`config.mk`:
```
export PLATFORM = sky130hd
export DESIGN_NAME = aux_converter_control
export DESIGN_NICKNAME = d
export VERILOG_FILES = /design/src/rtl/auxcv_pkg.sv /design/src/rtl/auxcv_channel.sv /design/src/rtl/aux_converter_control.sv
export VERILOG_INCLUDE_DIRS = /design/src /design/src/rtl
export SDC_FILE = /design/constraint.sdc
export NUM_CORES = 1
export LEC_CHECK = 0
export ABC_AREA = 1
export BUFFER_PORTS_ARGS = -buffer_cell sky130_fd_sc_hd__clkbuf_2
export CORE_MARGIN = 5
export CORE_UTILIZATION = 55
export CTS_BUF_LIST = sky130_fd_sc_hd__clkbuf_2
export DETAILED_ROUTE_END_ITERATION = 10
export GPL_ROUTABILITY_DRIVEN = 0
export HOLD_SLACK_MARGIN = 0.1
export PLACE_DENSITY = 0.74
export SYNTH_ARGS = -nofsm -noshare
export SYNTH_HDL_FRONTEND = slang
export SYNTH_SLANG_ARGS = --single-unit
```
`constraint.sdc`:
```
create_clock -name core_clk -period 5.2 [get_ports core_clk]
set_input_delay 1.04 -clock core_clk [delete_from_list [all_inputs] [get_ports core_clk]]
set_output_delay 1.04 -clock core_clk [all_outputs]
set_load 0.005 [all_outputs]
```
`src/rtl/auxcv_defines.svh`:
```
// Purpose: Register indices, field positions and reset values of the
//          auxiliary converter control block.
// Assumes: Byte address on the bus is four times the register index.
// Notes:   Definitions only.
`ifndef AUXCV_DEFINES_SVH
`define AUXCV_DEFINES_SVH

// ==========================================
// Register indices
`define AUXCV_IDX_REFCFG 8'h17
`define AUXCV_IDX_AVG_A 8'h18
`define AUXCV_IDX_AVG_B 8'h19
`define AUXCV_IDX_RES_A1_HI 8'h1A
`define AUXCV_IDX_RES_A1_LO 8'h1B
`define AUXCV_IDX_RES_A2_HI 8'h1C
`define AUXCV_IDX_RES_A2_LO 8'h1D
`define AUXCV_IDX_RES_B_HI 8'h1E
`define AUXCV_IDX_RES_B_LO 8'h1F
`define AUXCV_IDX_RES_RSV_HI 8'h20
`define AUXCV_IDX_RES_RSV_LO 8'h21
`define AUXCV_IDX_CTRL 8'h22
`define AUXCV_IDX_CLKDIV 8'h23

// ==========================================
// Control register fields
`define AUXCV_CTRL_PORT_EN 7
`define AUXCV_CTRL_PORT_CHOICE 6
`define AUXCV_CTRL_REFSEL_B 5
`define AUXCV_CTRL_START_B 3
`define AUXCV_CTRL_REFSEL_A 2
`define AUXCV_CTRL_INSEL_A 1
`define AUXCV_CTRL_START_A 0

// ==========================================
// Other fields
`define AUXCV_REF_INT_EN 1
`define AUXCV_REF_SCALE 0
`define AUXCV_AVG_GO 7
`define AUXCV_AVG_CODE_HI 2
`define AUXCV_AVG_CODE_MAX 3'h6
`define AUXCV_CTRL_RST 8'h00
`define AUXCV_CLKDIV_RST 2'h0
`define AUXCV_AVG_RST 3'h0
`define AUXCV_ADDR_LSB 2

`endif

```
`src/rtl/auxcv_pkg.sv`:
```
// Purpose: Types shared by the auxiliary converter control files.
// Assumes: Nothing beyond the defines header.
// Notes:   Enumerations only.
`default_nettype none
package auxcv_pkg;
  // Converter sequencer states
  typedef enum logic [1:0] {AUXCV_IDLE, AUXCV_REQ, AUXCV_WAIT} auxcv_state_e;
  // Conversion clock source codes
  typedef enum logic [1:0] {
    AUXCV_DIV4, AUXCV_DIV2, AUXCV_DIV1, AUXCV_SERCLK
  } auxcv_clkdiv_e;
endpackage
`default_nettype wire

```
`src/rtl/auxcv_channel.sv`:
```
// Purpose: One converter sequencer: single or averaged conversions.
// Assumes: Converter answers each sample request with a done pulse.
// Notes:   Starts while busy are dropped.
`include "auxcv_defines.svh"
`default_nettype none
module auxcv_channel (
  input wire logic core_clk,
  input wire logic rst_n,
  input wire logic convTick,
  input wire logic start,
  input wire logic avgStart,
  input wire logic [2:0] avgCode,
  input wire logic sampleDone,
  input wire logic [9:0] sampleData,
  output logic sampleReq,
  output logic busy,
  output logic resultValid,
  output logic [9:0] result
);
  import auxcv_pkg::*;

  auxcv_state_e state_r;
  logic [2:0] shift_r;
  logic [6:0] count_r;
  logic [15:0] sum_r;
  logic [15:0] sumNxt;
  logic lastSample;

  // Code seven is unused; it falls back to one sample
  function automatic logic [2:0] legalCode(input logic [2:0] code);
    legalCode = (code > `AUXCV_AVG_CODE_MAX) ? 3'h0 : code;
  endfunction

  assign busy = (state_r != AUXCV_IDLE);
  assign sumNxt = sum_r + {6'h00, sampleData};
  assign lastSample = (count_r == 7'((7'h01 << shift_r) - 7'h01));

  // Sequencer
  always_ff @(posedge core_clk or negedge rst_n) begin
    if (!rst_n) begin
      state_r <= AUXCV_IDLE;
      shift_r <= 3'h0;
      count_r <= 7'h00;
      sum_r <= 16'h0000;
    end else begin
      unique case (state_r)
        AUXCV_IDLE: begin
          if (start || avgStart) begin
            shift_r <= avgStart ? legalCode(avgCode) : 3'h0;
            count_r <= 7'h00;
            sum_r <= 16'h0000;
            state_r <= AUXCV_REQ;
          end
        end
        AUXCV_REQ: begin
          if (convTick) begin
            state_r <= AUXCV_WAIT;
          end
        end
        AUXCV_WAIT: begin
          if (sampleDone) begin
            sum_r <= sumNxt;
            count_r <= count_r + 7'h01;
            state_r <= lastSample ? AUXCV_IDLE : AUXCV_REQ;
          end
        end
      endcase
    end
  end

  // Sample request on the conversion clock enable
  always_ff @(posedge core_clk or negedge rst_n) begin
    if (!rst_n) begin
      sampleReq <= 1'b0;
    end else begin
      sampleReq <= (state_r == AUXCV_REQ) && convTick;
    end
  end

  always_ff @(posedge core_clk or negedge rst_n) begin
    if (!rst_n) begin
      result <= 10'h000;
      resultValid <= 1'b0;
    end else begin
      resultValid <= 1'b0;
      if ((state_r == AUXCV_WAIT) && sampleDone && lastSample) begin
        result <= 10'(sumNxt >> shift_r);
        resultValid <= 1'b1;
      end
    end
  end
endmodule
`default_nettype wire

```
`src/rtl/aux_converter_control.sv`:
```
// Purpose: Control, clocking and result holding for two auxiliary converters.
// Assumes: Avalon-MM byte addressing; converter done pulses are synchronous.
// Notes:   Each register is one aligned word at four times its index.
//
// How it works
// - Results are read-only 10-bit offset binary, always the latest conversion.
// - Each result splits into an upper-eight and a lower-two byte.
// - Two converters; only A has a two-way input multiplexer.
// - Control bit 7 enables the side serial port for start; readback ignores it.
// - Control bit 6 picks converter B for the side port; low picks A.
// - Bits 5 and 2 pick internal reference for B and A; low external.
// - Control bit 1 high connects the first input pin to A, low the second.
// - Bits 3 and 0 start B and A; they always read zero.
// - Start-average runs the programmed sample count, then stores the mean.
// - With internal reference enabled, scale bit picks 3.0 V or 2.5 V.
// - Clock code picks receive clock over 4, 2, 1, or serial clock.
`include "auxcv_defines.svh"
`default_nettype none
module aux_converter_control (
  input wire logic core_clk,
  input wire logic arst_n,
  // Avalon-MM slave
  input wire logic [9:0] avs_address,
  input wire logic avs_read,
  input wire logic avs_write,
  input wire logic [31:0] avs_writedata,
  input wire logic [3:0] avs_byteenable,
  output logic [31:0] avs_readdata,
  output logic avs_waitrequest,
  // Clock sources for the converters
  input wire logic rxClkTick,
  input wire logic serClkTick,
  output logic convTick,
  // Side serial port
  input wire logic sidePortStart,
  output logic sidePortEn,
  output logic sidePortChoice,
  output logic [9:0] sidePortResult,
  // Reference and multiplexer controls
  output logic refSelA,
  output logic refSelB,
  output logic refIntEn,
  output logic refScale2v5,
  output logic inSelFirstPin,
  // Converter A
  output logic sampleReqA,
  input wire logic sampleDoneA,
  input wire logic [9:0] sampleDataA,
  output logic busyA,
  // Converter B
  output logic sampleReqB,
  input wire logic sampleDoneB,
  input wire logic [9:0] sampleDataB,
  output logic busyB
);
  import auxcv_pkg::*;

  // ==========================================
  // Reset release
  logic rstMeta_r;
  logic rst_n;

  // Asynchronous assert, two-flop release
  always_ff @(posedge core_clk or negedge arst_n) begin
    if (!arst_n) begin
      rstMeta_r <= 1'b0;
      rst_n <= 1'b0;
    end else begin
      rstMeta_r <= 1'b1;
      rst_n <= rstMeta_r;
    end
  end

  // ==========================================
  // Bus decode
  logic [7:0] regIdx;
  logic alignedOk;
  logic ack_r;
  logic wrStb;
  logic rdStb;

  // Register index compare, used by the write and start decode paths
  function automatic logic hit(input logic [7:0] idx, input logic [7:0] want);
    hit = (idx == want);
  endfunction

  assign regIdx = avs_address[9:`AUXCV_ADDR_LSB];
  assign alignedOk = (avs_address[`AUXCV_ADDR_LSB-1:0] == 2'h0);
  // One wait state: the answer lands at the second edge of a request
  assign avs_waitrequest = (avs_read || avs_write) && !ack_r;
  // Writes commit only at the answer edge, where waitrequest is low
  assign wrStb = avs_write && ack_r && alignedOk && avs_byteenable[0];
  assign rdStb = avs_read && !ack_r;

  // Acknowledge flop
  always_ff @(posedge core_clk or negedge rst_n) begin
    if (!rst_n) begin
      ack_r <= 1'b0;
    end else begin
      ack_r <= (avs_read || avs_write) && !ack_r;
    end
  end

  // ==========================================
  // Software registers
  logic [7:0] ctrl_r;
  logic [1:0] refCfg_r;
  logic [2:0] avgCodeA_r;
  logic [2:0] avgCodeB_r;
  auxcv_clkdiv_e clkDiv_r;
  logic [7:0] wb;

  assign wb = avs_writedata[7:0];

  // Control register; start bits are not stored
  always_ff @(posedge core_clk or negedge rst_n) begin
    if (!rst_n) begin
      ctrl_r <= `AUXCV_CTRL_RST;
    end else if (wrStb && hit(regIdx, `AUXCV_IDX_CTRL)) begin
      ctrl_r <= wb & ~((8'h01 << `AUXCV_CTRL_START_B) | (8'h01 << `AUXCV_CTRL_START_A));
    end
  end

  // Reference configuration
  always_ff @(posedge core_clk or negedge rst_n) begin
    if (!rst_n) begin
      refCfg_r <= 2'h0;
    end else if (wrStb && hit(regIdx, `AUXCV_IDX_REFCFG)) begin
      refCfg_r <= wb[`AUXCV_REF_INT_EN:`AUXCV_REF_SCALE];
    end
  end

  // Sample counts per converter
  always_ff @(posedge core_clk or negedge rst_n) begin
    if (!rst_n) begin
      avgCodeA_r <= `AUXCV_AVG_RST;
      avgCodeB_r <= `AUXCV_AVG_RST;
    end else if (wrStb) begin
      if (hit(regIdx, `AUXCV_IDX_AVG_A)) begin
        avgCodeA_r <= wb[`AUXCV_AVG_CODE_HI:0];
      end
      if (hit(regIdx, `AUXCV_IDX_AVG_B)) begin
        avgCodeB_r <= wb[`AUXCV_AVG_CODE_HI:0];
      end
    end
  end

  // Conversion clock choice
  always_ff @(posedge core_clk or negedge rst_n) begin
    if (!rst_n) begin
      clkDiv_r <= auxcv_clkdiv_e'(`AUXCV_CLKDIV_RST);
    end else if (wrStb && hit(regIdx, `AUXCV_IDX_CLKDIV)) begin
      clkDiv_r <= auxcv_clkdiv_e'(wb[1:0]);
    end
  end

  // ==========================================
  // Static controls
  // Side port enable
  assign sidePortEn = ctrl_r[`AUXCV_CTRL_PORT_EN];
  assign sidePortChoice = ctrl_r[`AUXCV_CTRL_PORT_CHOICE];
  assign refSelB = ctrl_r[`AUXCV_CTRL_REFSEL_B];
  assign refSelA = ctrl_r[`AUXCV_CTRL_REFSEL_A];
  assign refIntEn = refCfg_r[`AUXCV_REF_INT_EN];
  assign refScale2v5 = refCfg_r[`AUXCV_REF_SCALE];
  assign inSelFirstPin = ctrl_r[`AUXCV_CTRL_INSEL_A];

  // ==========================================
  // Conversion clock divider
  logic [1:0] divCnt_r;
  logic convTickNxt;

  always_comb begin
    unique case (clkDiv_r)
      AUXCV_DIV4: convTickNxt = rxClkTick && (divCnt_r == 2'h3);
      AUXCV_DIV2: convTickNxt = rxClkTick && divCnt_r[0];
      AUXCV_DIV1: convTickNxt = rxClkTick;
      AUXCV_SERCLK: convTickNxt = serClkTick;
    endcase
  end

  // Divider counts receive clock enables
  always_ff @(posedge core_clk or negedge rst_n) begin
    if (!rst_n) begin
      divCnt_r <= 2'h0;
      convTick <= 1'b0;
    end else begin
      if (rxClkTick) begin
        divCnt_r <= divCnt_r + 2'h1;
      end
      convTick <= convTickNxt;
    end
  end

  // ==========================================
  // Start requests
  logic swStartA;
  logic swStartB;
  logic portStartA;
  logic portStartB;
  logic avgGoA;
  logic avgGoB;
  logic [1:0] chStart;
  logic [1:0] chAvg;
  logic [1:0] chDone;
  logic [1:0] chReq;
  logic [1:0] chBusy;
  logic [1:0] chValid;
  logic [9:0] chData [2];
  logic [9:0] chResult [2];
  logic [2:0] chCode [2];

  // One-shot starts from a control write
  assign swStartA = wrStb && hit(regIdx, `AUXCV_IDX_CTRL) && wb[`AUXCV_CTRL_START_A];
  assign swStartB = wrStb && hit(regIdx, `AUXCV_IDX_CTRL) && wb[`AUXCV_CTRL_START_B];
  // Side port starts only while enabled
  assign portStartA = sidePortStart && sidePortEn && !sidePortChoice;
  assign portStartB = sidePortStart && sidePortEn && sidePortChoice;
  assign avgGoA = wrStb && hit(regIdx, `AUXCV_IDX_AVG_A) && wb[`AUXCV_AVG_GO];
  assign avgGoB = wrStb && hit(regIdx, `AUXCV_IDX_AVG_B) && wb[`AUXCV_AVG_GO];

  assign chStart = {swStartB || portStartB, swStartA || portStartA};
  assign chAvg = {avgGoB, avgGoA};
  assign chDone = {sampleDoneB, sampleDoneA};
  assign chData[0] = sampleDataA;
  assign chData[1] = sampleDataB;
  // New count applies to the same write that starts averaging
  assign chCode[0] = avgGoA ? wb[`AUXCV_AVG_CODE_HI:0] : avgCodeA_r;
  assign chCode[1] = avgGoB ? wb[`AUXCV_AVG_CODE_HI:0] : avgCodeB_r;
  assign sampleReqA = chReq[0];
  assign sampleReqB = chReq[1];
  assign busyA = chBusy[0];
  assign busyB = chBusy[1];

  genvar gi;
  generate
    for (gi = 0; gi < 2; gi++) begin : gChan
      auxcv_channel uChan (
        .core_clk(core_clk),
        .rst_n(rst_n),
        .convTick(convTick),
        .start(chStart[gi]),
        .avgStart(chAvg[gi]),
        .avgCode(chCode[gi]),
        .sampleDone(chDone[gi]),
        .sampleData(chData[gi]),
        .sampleReq(chReq[gi]),
        .busy(chBusy[gi]),
        .resultValid(chValid[gi]),
        .result(chResult[gi])
      );
    end
  endgenerate

  // ==========================================
  // Result holding
  logic pinFirst_r;
  logic [9:0] resA1_r;
  logic [9:0] resA2_r;
  logic [9:0] resB_r;
  logic inSelNow;

  // Start written with the pin choice uses the new choice, not the stale one
  assign inSelNow = (wrStb && hit(regIdx, `AUXCV_IDX_CTRL)) ?
                    wb[`AUXCV_CTRL_INSEL_A] : inSelFirstPin;

  // Latch the input pin used by this conversion
  always_ff @(posedge core_clk or negedge rst_n) begin
    if (!rst_n) begin
      pinFirst_r <= 1'b0;
    end else if ((chStart[0] || chAvg[0]) && !chBusy[0]) begin
      pinFirst_r <= inSelNow;
    end
  end

  always_ff @(posedge core_clk or negedge rst_n) begin
    if (!rst_n) begin
      resA1_r <= 10'h000;
      resA2_r <= 10'h000;
      resB_r <= 10'h000;
    end else begin
      if (chValid[0] && pinFirst_r) begin
        resA1_r <= chResult[0];
      end
      if (chValid[0] && !pinFirst_r) begin
        resA2_r <= chResult[0];
      end
      if (chValid[1]) begin
        resB_r <= chResult[1];
      end
    end
  end

  // Side port readback of the chosen converter
  always_ff @(posedge core_clk or negedge rst_n) begin
    if (!rst_n) begin
      sidePortResult <= 10'h000;
    end else if (sidePortChoice) begin
      sidePortResult <= resB_r;
    end else begin
      sidePortResult <= pinFirst_r ? resA1_r : resA2_r;
    end
  end

  // ==========================================
  // Read path
  logic [7:0] rdByte;

  // Upper eight and lower two bits
  always_comb begin
    rdByte = 8'h00;
    if (alignedOk) begin
      unique case (regIdx)
        `AUXCV_IDX_RES_A1_HI: rdByte = resA1_r[9:2];
        `AUXCV_IDX_RES_A1_LO: rdByte = {6'h00, resA1_r[1:0]};
        `AUXCV_IDX_RES_A2_HI: rdByte = resA2_r[9:2];
        `AUXCV_IDX_RES_A2_LO: rdByte = {6'h00, resA2_r[1:0]};
        `AUXCV_IDX_RES_B_HI: rdByte = resB_r[9:2];
        `AUXCV_IDX_RES_B_LO: rdByte = {6'h00, resB_r[1:0]};
        `AUXCV_IDX_CTRL: rdByte = ctrl_r;
        `AUXCV_IDX_REFCFG: rdByte = {6'h00, refCfg_r};
        `AUXCV_IDX_AVG_A: rdByte = {5'h00, avgCodeA_r};
        `AUXCV_IDX_AVG_B: rdByte = {5'h00, avgCodeB_r};
        `AUXCV_IDX_CLKDIV: rdByte = {6'h00, clkDiv_r};
        default: rdByte = 8'h00;
      endcase
    end
  end

  // Read data registered with the acknowledge
  always_ff @(posedge core_clk or negedge rst_n) begin
    if (!rst_n) begin
      avs_readdata <= 32'h0000_0000;
    end else if (rdStb) begin
      avs_readdata <= {24'h00_0000, rdByte};
    end
  end
endmodule
`default_nettype wire

```
==> results.txt, run 1 <==
via/cell ratio -> 5.49
Die Wd -> 145 um
Post-Syn Instances -> 1,430
Initial Utilization -> 55.7%
core box area -> 17,900 um^2
CTS clock-pin slew for the worst setup and hold paths -> 0.25 ns
dpl hpwl -> 19,300 um
share of post-route cells with drive strength above 1 -> 10.9%
setup tns final -> 0 ns
number of cell rows -> 49
synth unique cells -> 54
Post-Synthesis Cell Area -> 9970 um^2
total CTS buffers -> 17
Root Driver -> clkbuf_2
LEAKAGE -> 5.73 nW
final-report max-slew violation count -> 0
grt peak-use layer -> met2
most frequent cells in the layout -> nand2_1, inv_1, nand3_1
crit path from -> gChan[0].uChan.shift_r[0]
global-route wire length before repair -> 42,600 um
VDD IR-drop max -> 0.000238 V
DIE AREA -> 20,900 um^2
register area share after synthesis -> 37.9%
most common cell after layout, fill and taps aside -> nand2_1
Clock Sinks -> 151
Setup Skew -> 0.0323 ns
PD cells -> 391 nW/um^2
vias in the first global route -> 9,071
area added between synthesis and finish -> 6.80%
H-tree depth -> 4
HP Start -> rstMeta_r
ys flop type -> dfrtp_1
MaxCap Viol Count -> 0
DRC Markers -> 0
initial antenna violation count -> 1
number of nets in the layout -> 1,596
total gr overflow -> 0
mux contribution to synthesized area -> 0.113%
Data required, critical path -> 5.86 ns
height of the chip -> 145 um
Simple-Gate Fraction of Synth Area -> 35.6%
Synth Area in XOR/XNOR -> 1.31%
startpoint types -> flip-flop
crit path kind -> flip-flop to flip-flop
crit-path cells -> inv_2 > nor2_1 > nand2_1 > ha_1 > inv_1 > nor2_1 > nor2_1 > nand2_1 > nand2_1 > nand2_1 > nor2_1 > nand4_2 > inv_2 > nand3_1 > nor2_1 > nor2_1
reg-to-reg startpoint -> gChan[0].uChan.shift_r[0]
M1 GR Usage -> 33.3%
largest family of logic cells by synthesized area -> simple AND/OR/NAND/NOR gates
Routed Wire Length -> 25,500 um
placed insts -> 1,703
Largest stage delay, worst path -> 0.86 ns
Peak Freq -> 0.305 GHz
Longest Clk Path Bufs -> 2
Final ANT Viol Nets -> 0
vias -> 9,548
Crit Path Max Fanout -> 19
post-route minimum period -> 3.28 ns
GRT Total Usage -> 25.4%
syn avg cell area -> 6.97 um^2
Synth Area in Compound Gates -> 10.2%
yosys warns -> 0
RSZ-0062 raised after global routing -> false
Worst Tran Pin Value -> 0.824 ns
PortBufs -> 78
fin util -> 59.5%
Synth Area in Adders -> 3.54%
drt pass-1 iters -> 6
Top Ports -> 130
Critical-path top delay cell -> dfrtp_1
cell taking the most area after synthesis -> dfrtp_1
largest cells by area after synthesis -> dfrtp_1, nand2_1, nand3_1
CP endpoint kind -> flip-flop
Worst-Skew Late Latency -> 0.76 ns
hold_ws -> 0.391 ns
Final setup viols -> 0
Async SR Flop Fraction -> 100%
WL/cell -> 14.7 um
synthesis-stage register bit count -> 151
setup repair bufs after CTS -> 0
Slew Limit Headroom -> 44.6%
outcome -> complete, no violations
CP arrival -> 3.94 ns
grt met2 use -> 41.8%
EDFF count, synth -> 0
Tcrit/Tclk final -> 63.1%
TritonCTS clock tree -> built
Synth top area share -> 37.9%
largest net degree at the start of global routing -> 62
GR met3 Demand/Resource -> 4.66%
Hold Violations, Final -> 0
Hold WC Path Type -> flip-flop to flip-flop
DR iter-0 viols -> 905
Finished Layout Cells -> 1,738
cell mode on critical path -> nor2_1
==> metal layers <==
layer / wire, um / vias to the layer above
met5: 0 / -
met4: 652 / 0
met3: 1570 / 61
met2: 12400 / 344
met1: 10900 / 4424
li1: - / 4719
==> synthesized netlist by cell type (3+ instances only) <==
master and instances:
nand2_1 432, buf_2 4, nor2_2 6, nor3_4 3
nand2_2 4, buf_4 29, nor2_1 100, dfrtp_1 151
a21oi_1 33, a22o_1 3, o21bai_1 3, a22oi_1 9
inv_1 187, ha_1 25, nand3_2 5, o22ai_1 14
a32o_1 4, nor3_1 7, or2_2 7, clkbuf_1 17
buf_6 5, o211ai_1 4, o21ai_0 92, nand3_1 187
xor2_1 10, buf_1 5, o21ai_1 8, nand2_4 4
xnor2_1 3, inv_2 12, nand4_1 27
==> registers in the layout, summed over array words and instances (netlist names), 8 cells and up <==
name / flops
avs_readdata: 8
gChan.uChan.count_r: 14
gChan.uChan.result: 20
gChan.uChan.sum_r: 32
resA1_r: 10
resA2_r: 10
resB_r: 10
sidePortResult: 10
==> stage by stage <==
step | setup slack (ns) | area [um^2] | total power [mW]
global route | 1.64 | 10600 | 4.56
CTS | 2.02 | 10600 | 4.16
global placement | 2.06 | 10400 | 3.41
floorplan | 0.681 | 10100 | 3.01
finish | 1.92 | 10600 | 4.17
detailed placement | 2.10 | 10400 | 3.45
==> worst max-delay path, delay by kind of cell, from the launching register on <==
| kind | cells | cell delay [ns] |
|---|---|---|
| simple gates | 12 | 1.41 |
| flops | 1 | 0.86 |
| buf+inv | 3 | 0.66 |
| fa+ha+maj | 1 | 0.25 |
==> worst paths after layout <==
kind | endpoint | slack [ns] | depth (start not counted)
max | gChan[0].uChan.result[6] | 1.92 | 16
min | rst_n | 0.39 | 0
max reg2reg | gChan[0].uChan.result[6] | 1.92 | 16
min reg2reg | rst_n | 0.39 | 0
max in group asynchronous | resA2_r[1] | 3.66 | 1
min in group asynchronous | gChan[0].uChan.count_r[0] | 0.43 | 0
==> what timing repair did <==
item | CTS | global route
hold buffers | 1 | 0
resized for setup | 0 | 0
endpoints found under the hold margin | 2 | 0
==> logic make-up after synthesis <==
| logic type | Yosys count |
|---|---|
| AOI/OAI and AO/OA | 179 |
| xor gates and xnor gates | 14 |
| adders and majority gates | 27 |
| buffers and inverters | 260 |
| DFF | 151 |
| muxes | 1 |
| other | 2 |
| and+or+nand+nor | 796 |
==> report_power, final <==
part	switching (mW)	internal (mW)
clock network	0.481	0.230
logic	1.24	0.650
registers	0.184	1.38
==> final cells by class <==
type	instances	area [um^2]
sequential	151	3780
multi-input combinational	1042	5150
fill	1725	7250
tap	229	287
timing repair buffer	82	423
antenna	2	5.00
inverter	200	751
clock buffer	17	85.1
clock inverter	15	165
No activity file was read; power rests on OpenSTA's default activity.
==> run 2: changes to the inputs <==
--- a/config.mk
+++ b/config.mk
@@ -14,7 +14,7 @@
 export DETAILED_ROUTE_END_ITERATION = 10
 export GPL_ROUTABILITY_DRIVEN = 0
 export HOLD_SLACK_MARGIN = 0.1
-export PLACE_DENSITY = 0.74
+export PLACE_DENSITY = 0.78
 export SYNTH_ARGS = -nofsm -noshare
 export SYNTH_HDL_FRONTEND = slang
 export SYNTH_SLANG_ARGS = --single-unit
==> constraint.sdc (replaced) <==
create_clock -name core_clk -period 2.65 [get_ports core_clk]
set_input_delay 0.53 -clock core_clk [delete_from_list [all_inputs] [get_ports core_clk]]
set_output_delay 0.53 -clock core_clk [all_outputs]
set_load 0.005 [all_outputs]
==> run 2 against run 1 <==
Power up 100%. Critical path depth decreased by 10. First-iteration DRC count increased by 5.1%. Clock power is 120% higher. Cell count rose by 1.9%. Via count rose by 0.36%. Die area is the same. Worst setup slack got worse by 1.9 ns. Critical endpoint is now avs_waitrequest. Largest power group unchanged.
==> results.txt, run 2 (synthesis gave the netlist of run 1 again) <==
Crit Path Max Fanout -> 2 (-17)
Longest Clk Path Bufs -> 2 (unchanged)
Tcrit/Tclk final -> 97.6%
vias -> 9,582 (+0.36%)
VDD IR-drop max -> 0.000443 V (+86%)
Hold WC Path Type -> input port to flip-flop
Clock Sinks -> 151 (unchanged)
setup tns final -> 0 ns (unchanged)
PortBufs -> 78 (unchanged)
Slew Limit Headroom -> 58.1% (+13 points)
Worst-Skew Late Latency -> 0.80 ns (+0.04 ns)
Worst Tran Pin Value -> 0.627 ns (-0.198 ns)
fill count -> 1,653 (-4.2%)
CP arrival -> 2.06 ns (-1.88 ns)
RSZ-0062 raised after global routing -> false
crit path kind -> input port to output port
LEAKAGE -> 5.92 nW (+3.3%)
startpoint types -> input port
Buf+Inv Stages, Crit Path -> 4 (+1)
most common cell after layout, fill and taps aside -> nand2_1
Final setup viols -> 0 (unchanged)
Setup Skew -> 0.0503 ns (+0.0180 ns)
most frequent cells in the layout -> nand2_1, inv_1, nand3_1
dpl hpwl -> 19,400 um (+0.87%)
core box area -> 17,900 um^2 (unchanged)
GRT Total Usage -> 25.1% (-0.26 points)
area added between synthesis and finish -> 10.3%
TritonCTS clock tree -> built
max FFs per register -> 32 (unchanged)
total CTS buffers -> 17 (unchanged)
Final ANT Viol Nets -> 0 (unchanged)
CP delay by family, top -> buffers and inverters
DR iter-0 viols -> 951 (+5.1%)
vias in the first global route -> 8,958 (-1.2%)
share of post-route cells with drive strength above 1 -> 12.1% (+1.2 points)
hold_ws -> 0.153 ns (-0.238 ns)
Top Ports -> 130 (unchanged)
largest net degree at the start of global routing -> 84 (+35%)
H-tree depth -> 4 (unchanged)
initial antenna violation count -> 1 (unchanged)
Cell Area, Placed -> 10,500 um^2 (+1.4%)
Root Driver -> clkbuf_2
MaxCap Viol Count -> 0 (unchanged)
crit-path cells -> dlygate4sd3_1 > clkbuf_2 > nor2_1 > dlygate4sd3_1 > nor2_1 > clkbuf_2
area occupied by multi-input gates -> 5150 um^2 (unchanged)
DIE AREA -> 20,900 um^2 (unchanged)
Initial Utilization -> 55.7% (unchanged)
Largest stage delay, worst path -> 0.55 ns (-0.31 ns)
post-route minimum period -> 2.59 ns
final-report max-slew violation count -> 0 (unchanged)
CTS clock-pin slew for the worst setup and hold paths -> 0.23 ns (-0.02 ns)
Peak Freq -> 0.387 GHz
Reg with most FFs -> gChan.uChan.sum_r
fin area -> 11,000 um^2 (+3.3%)
FF+latch area -> 3780 um^2 (about the same)
number of cell rows -> 49 (unchanged)
height of the chip -> 145 um (unchanged)
global-route wire length before repair -> 42,300 um (-0.58%)
WL/cell -> 14.4 um (-1.5%)
Routed Wire Length -> 25,600 um (+0.33%)
Critical-path top delay cell -> dlygate4sd3_1
Die Wd -> 145 um (unchanged)
CP endpoint kind -> output port
via/cell ratio -> 5.41 (-1.5%)
number of nets in the layout -> 1,630 (+2.1%)
drt pass-1 iters -> 6 (unchanged)
fin util -> 61.4% (+1.9 points)
Data required, critical path -> 2.12 ns (-3.74 ns)
total gr overflow -> 0 (unchanged)
DRC Markers -> 0 (unchanged)
Hold Violations, Final -> 0 (unchanged)
outcome -> complete, no violations
PD cells -> 766 nW/um^2 (+96%)
leading registers by flop count -> gChan.uChan.sum_r x32, gChan.uChan.result x20, gChan.uChan.count_r x14
[run 2: changes by cell type in the layout (fill, tap and decap cells not counted), sizes merged]
cell / delta
diode: -1
bufinv: +1
buf: +20
inv: +3
dlygate4sd3: +14
clkinv: -1
clkinvlp: -3
[run 2: tightest hold or removal path: stages]
cell and delay (ns):
clkbuf_2 0.12, nor2_1 0.12, nand3_1 0.11, nand2_1 0.05
[run 2: repair_timing]
action | 4_1_cts | 5_1_grt
buffers inserted | 0 | 2
endpoints found under the setup margin | 0 | 3
endpoints found under the hold margin | 33 | 0
gates resized for setup | 0 | 3
hold buffers | 15 | 0
[run 2: layout make-up]
cell class              count  share of cell area (%)
clock buffers              17                   0.774
diodes                      1                  0.0228
repair buffers            116                    6.60
flip-flops and latches    151                    34.4
well taps                 229                    2.61
multi-input cells        1042                    46.8
inverters                 200                    6.85
clock inverters            15                    1.88
[run 2: worst paths after layout]
path | startpoint | slack, ns | cells past startpoint | end
min in group asynchronous | rst_n | 0.28 | 0 | divCnt_r[0]
worst min-delay path | avs_address[0] | 0.15 | 4 | avs_readdata[1]
worst max register to register | gChan[0].uChan.shift_r[1] | 0.25 | 15 | gChan[0].uChan.result[6]
worst min register to register | rst_n | 0.28 | 0 | divCnt_r[0]
worst max-delay path | avs_read | 0.06 | 6 | avs_waitrequest
max in group asynchronous | rst_n | 1.48 | 1 | gChan[1].uChan.result[6]
[run 2: layer usage]
layer / global-route usage (%) / part of all wire [%] / vias up
li1: - / - / 4787
met1: 33.7 / 43 / 4385
met2: 41.5 / 48 / 358
met3: 4.56 / 6.7 / 52
met4: 7.81 / 2.1 / 0
met5: 0 / 0 / -
[run 2: where the power goes]
part / internal, mW / switching [mW]
Combinational: 1.32 / 2.50
Clock: 0.574 / 0.980
Sequential: 2.71 / 0.345
Total: 4.60 / 3.83
[run 2: metrics by stage]
| stage | std cells | worst slack, ns | power (mW) |
|---|---|---|---|
| 6_report | 1771 | 0.0634 | 8.43 |
| 3_5_place_dp | 1721 | 0.137 | 6.82 |
| 5_1_grt | 1771 | 0.0162 | 9.16 |
| 4_1_cts | 1768 | 0.0922 | 8.40 |
| 2_1_floorplan | 1453 | 0.147 | 5.90 |
| 3_3_place_gp | 1721 | 0.168 | 6.72 |
==> run 3: changes to the inputs <==
--- a/config.mk
+++ b/config.mk
@@ -15,6 +15,7 @@
 export GPL_ROUTABILITY_DRIVEN = 0
 export HOLD_SLACK_MARGIN = 0.1
 export PLACE_DENSITY = 0.78
+export REMOVE_ABC_BUFFERS = 1
 export SYNTH_ARGS = -nofsm -noshare
 export SYNTH_HDL_FRONTEND = slang
 export SYNTH_SLANG_ARGS = --single-unit
==> run 3 against run 2 <==
Non-clock buffer count decreased by 1. Clock-buffer cell count increased by 1. Core utilization decreased by 0.44 points. Worst setup slack improved by 0.053 ns. Largest power group unchanged. Clock skew increased by 0.0053 ns.
==> results.txt, run 3 (synthesis gave the netlist of run 1 again) <==
Largest stage delay, worst path -> 0.55 ns (about the same)
H-tree depth -> 4 (unchanged)
Reg with most FFs -> gChan.uChan.sum_r
DIE AREA -> 20,900 um^2 (unchanged)
initial antenna violation count -> 0 (-1)
crit-path cells -> dlygate4sd3_1 > clkbuf_2 > nor2_1 > dlygate4sd3_1 > nor2_1 > clkbuf_2
hold_ws -> 0.164 ns (+0.0115 ns)
Buf+Inv Stages, Crit Path -> 4 (unchanged)
vias -> 9,585 (+0.031%)
grt met2 use -> 40.6% (-0.98 points)
crit path kind -> input port to output port
share of post-route cells with drive strength above 1 -> 11.8% (-0.32 points)
Die Wd -> 145 um (unchanged)
setup repair bufs after CTS -> 0 (unchanged)
LEAKAGE -> 5.89 nW (-0.61%)
CP delay by family, top -> buffers and inverters
most frequent cells in the layout -> nand2_1, inv_1, nand3_1
Setup WS pre-CTS -> 0.150 ns (+0.0127 ns)
RSZ-0062 raised after global routing -> false
Hold Path Depth -> 4 (unchanged)
fin area -> 10,900 um^2 (-0.72%)
Worst Tran Pin Value -> 0.597 ns (-0.0297 ns)
DRC Markers -> 0 (unchanged)
GRT Total Usage -> 24.7% (-0.35 points)
area added between synthesis and finish -> 9.49%
Top Ports -> 130 (unchanged)
WL/cell -> 14.2 um (-1.7%)
Initial Utilization -> 55.7% (unchanged)
largest net degree at the start of global routing -> 94 (+12%)
vias in the first global route -> 8,911 (-0.52%)
Finished Layout Cells -> 1,769 (-0.11%)
most common cell after layout, fill and taps aside -> nand2_1
max FFs per register -> 32 (unchanged)
number of nets in the layout -> 1,629 (-0.061%)
Final ANT Viol Nets -> 0 (unchanged)
grt peak-use layer -> met2
global-route wire length before repair -> 41,800 um (-1.2%)
Root Driver -> clkbuf_2
Routed Wire Length -> 25,100 um (-1.8%)
post-route minimum period -> 2.53 ns (-0.0527 ns)
MaxCap Viol Count -> 0 (unchanged)
drt pass-1 iters -> 5 (-1)
core box area -> 17,900 um^2 (unchanged)
r2r setup slk -> 0.24 ns (about the same)
fin util -> 61.0% (-0.44 points)
dpl hpwl -> 19,100 um (-1.5%)
via/cell ratio -> 5.42 (+0.14%)
leading registers by flop count -> gChan.uChan.sum_r x32, gChan.uChan.result x20, gChan.uChan.count_r x14
RR Endpoint -> gChan[0].uChan.result[6]
placed insts -> 1,722 (+0.058%)
Clock Sinks -> 151 (unchanged)
M1 GR Usage -> 33.1% (-0.54 points)
number of cell rows -> 49 (unchanged)
Tcrit/Tclk final -> 95.6% (-2.0 points)
PD cells -> 738 nW/um^2 (-3.7%)
VDD IR-drop max -> 0.000485 V (+9.4%)
GR met3 Demand/Resource -> 3.64% (-0.93 points)
TritonCTS clock tree -> built
DR iter-0 viols -> 850 (-11%)
Crit Path Max Fanout -> 2 (unchanged)
startpoint types -> input port
reg2reg path depth -> 15 (unchanged)
Longest Clk Path Bufs -> 2 (unchanged)
Worst-Skew Late Latency -> 0.74 ns (-0.06 ns)
PortBufs -> 78 (unchanged)
Slew Limit Headroom -> 60.1% (+2.0 points)
final-report max-slew violation count -> 0 (unchanged)
Peak Freq -> 0.395 GHz (+2.1%)
CTS clock-pin slew for the worst setup and hold paths -> 0.25 ns (+0.02 ns)
height of the chip -> 145 um (unchanged)
slack of the critical path -> 0.116 ns (+0.0527 ns)
Hold Violations, Final -> 0 (unchanged)
Final setup viols -> 0 (unchanged)
Setup Skew -> 0.0556 ns (+0.00532 ns)
CP endpoint kind -> output port
Critical-path top delay cell -> dlygate4sd3_1
total gr overflow -> 0 (unchanged)
Hold WC Path Type -> input port to flip-flop
reg-to-reg startpoint -> gChan[0].uChan.shift_r[0]
Data required, critical path -> 2.12 ns (about the same)
outcome -> complete, no violations
HP Start -> avs_address[0]
total CTS buffers -> 17 (unchanged)
Cell Area, Placed -> 10,500 um^2 (about the same)
diodes inserted -> 0 (-1)
WHS Endpoint -> avs_readdata[3]
CP arrival -> 2.00 ns (-0.06 ns)
==> run 3: worst max path at each step <==
stage	from	end	slack, ns	cells past startpoint
2_1_floorplan	rst_n	ack_r	-1.87	0
3_3_place_gp	sampleDataA[0]	gChan[0].uChan.result[8]	0.21	16
3_5_place_dp	sampleDataA[0]	gChan[0].uChan.result[4]	0.15	16
4_1_cts	avs_read	avs_waitrequest	0.13	6
5_1_grt	gChan[0].uChan.shift_r[1]	gChan[0].uChan.result[6]	0.01	15
6_report	avs_read	avs_waitrequest	0.12	6
==> run 3: area by class of cell <==
type	count	area (um^2)
fillers	1665	6990
multi-input cells	1042	5160
flip-flops and latches	151	3780
inverters	200	753
repair buffers	115	718
well taps	229	287
clock inverters	14	125
clock buffers	18	90.1
==> run 3: where the power goes <==
group	internal, mW	leakage, nW	total (mW)	switching (mW)
registers	2.71	1.87	3.05	0.343
logic	1.31	3.88	3.76	2.45
clock network	0.351	0.130	1.24	0.890
total	4.37	5.89	8.06	3.69
==> run 3: through the flow <==
| step | total power, mW | TNS (ns) |
|---|---|---|
| after floorplan | 5.86 | -278.45 |
| after global placement | 6.68 | 0 |
| after detailed placement | 6.79 | 0 |
| after CTS | 8.06 | 0 |
| after global routing | 8.83 | 0 |
| final | 8.06 | 0 |
==> run 3: repair_timing <==
action,CTS,global route
hold buffers,15,0
hold endpoints to repair,23,0
gates resized for setup,0,3
endpoints found under the setup margin,0,3
==> run 3: tightest hold or removal path, delay by kind of cell <==
kind,cells,cell delay (ns)
buf+inv,1,0.11
simple gates,3,0.27
==> run 3: layer usage <==
layer  vias up  share of wire (%)
met4         0                3.0
met1      4403                 44
met2       338                 47
met5         -                  0
met3        57                6.0
li1       4787                  -
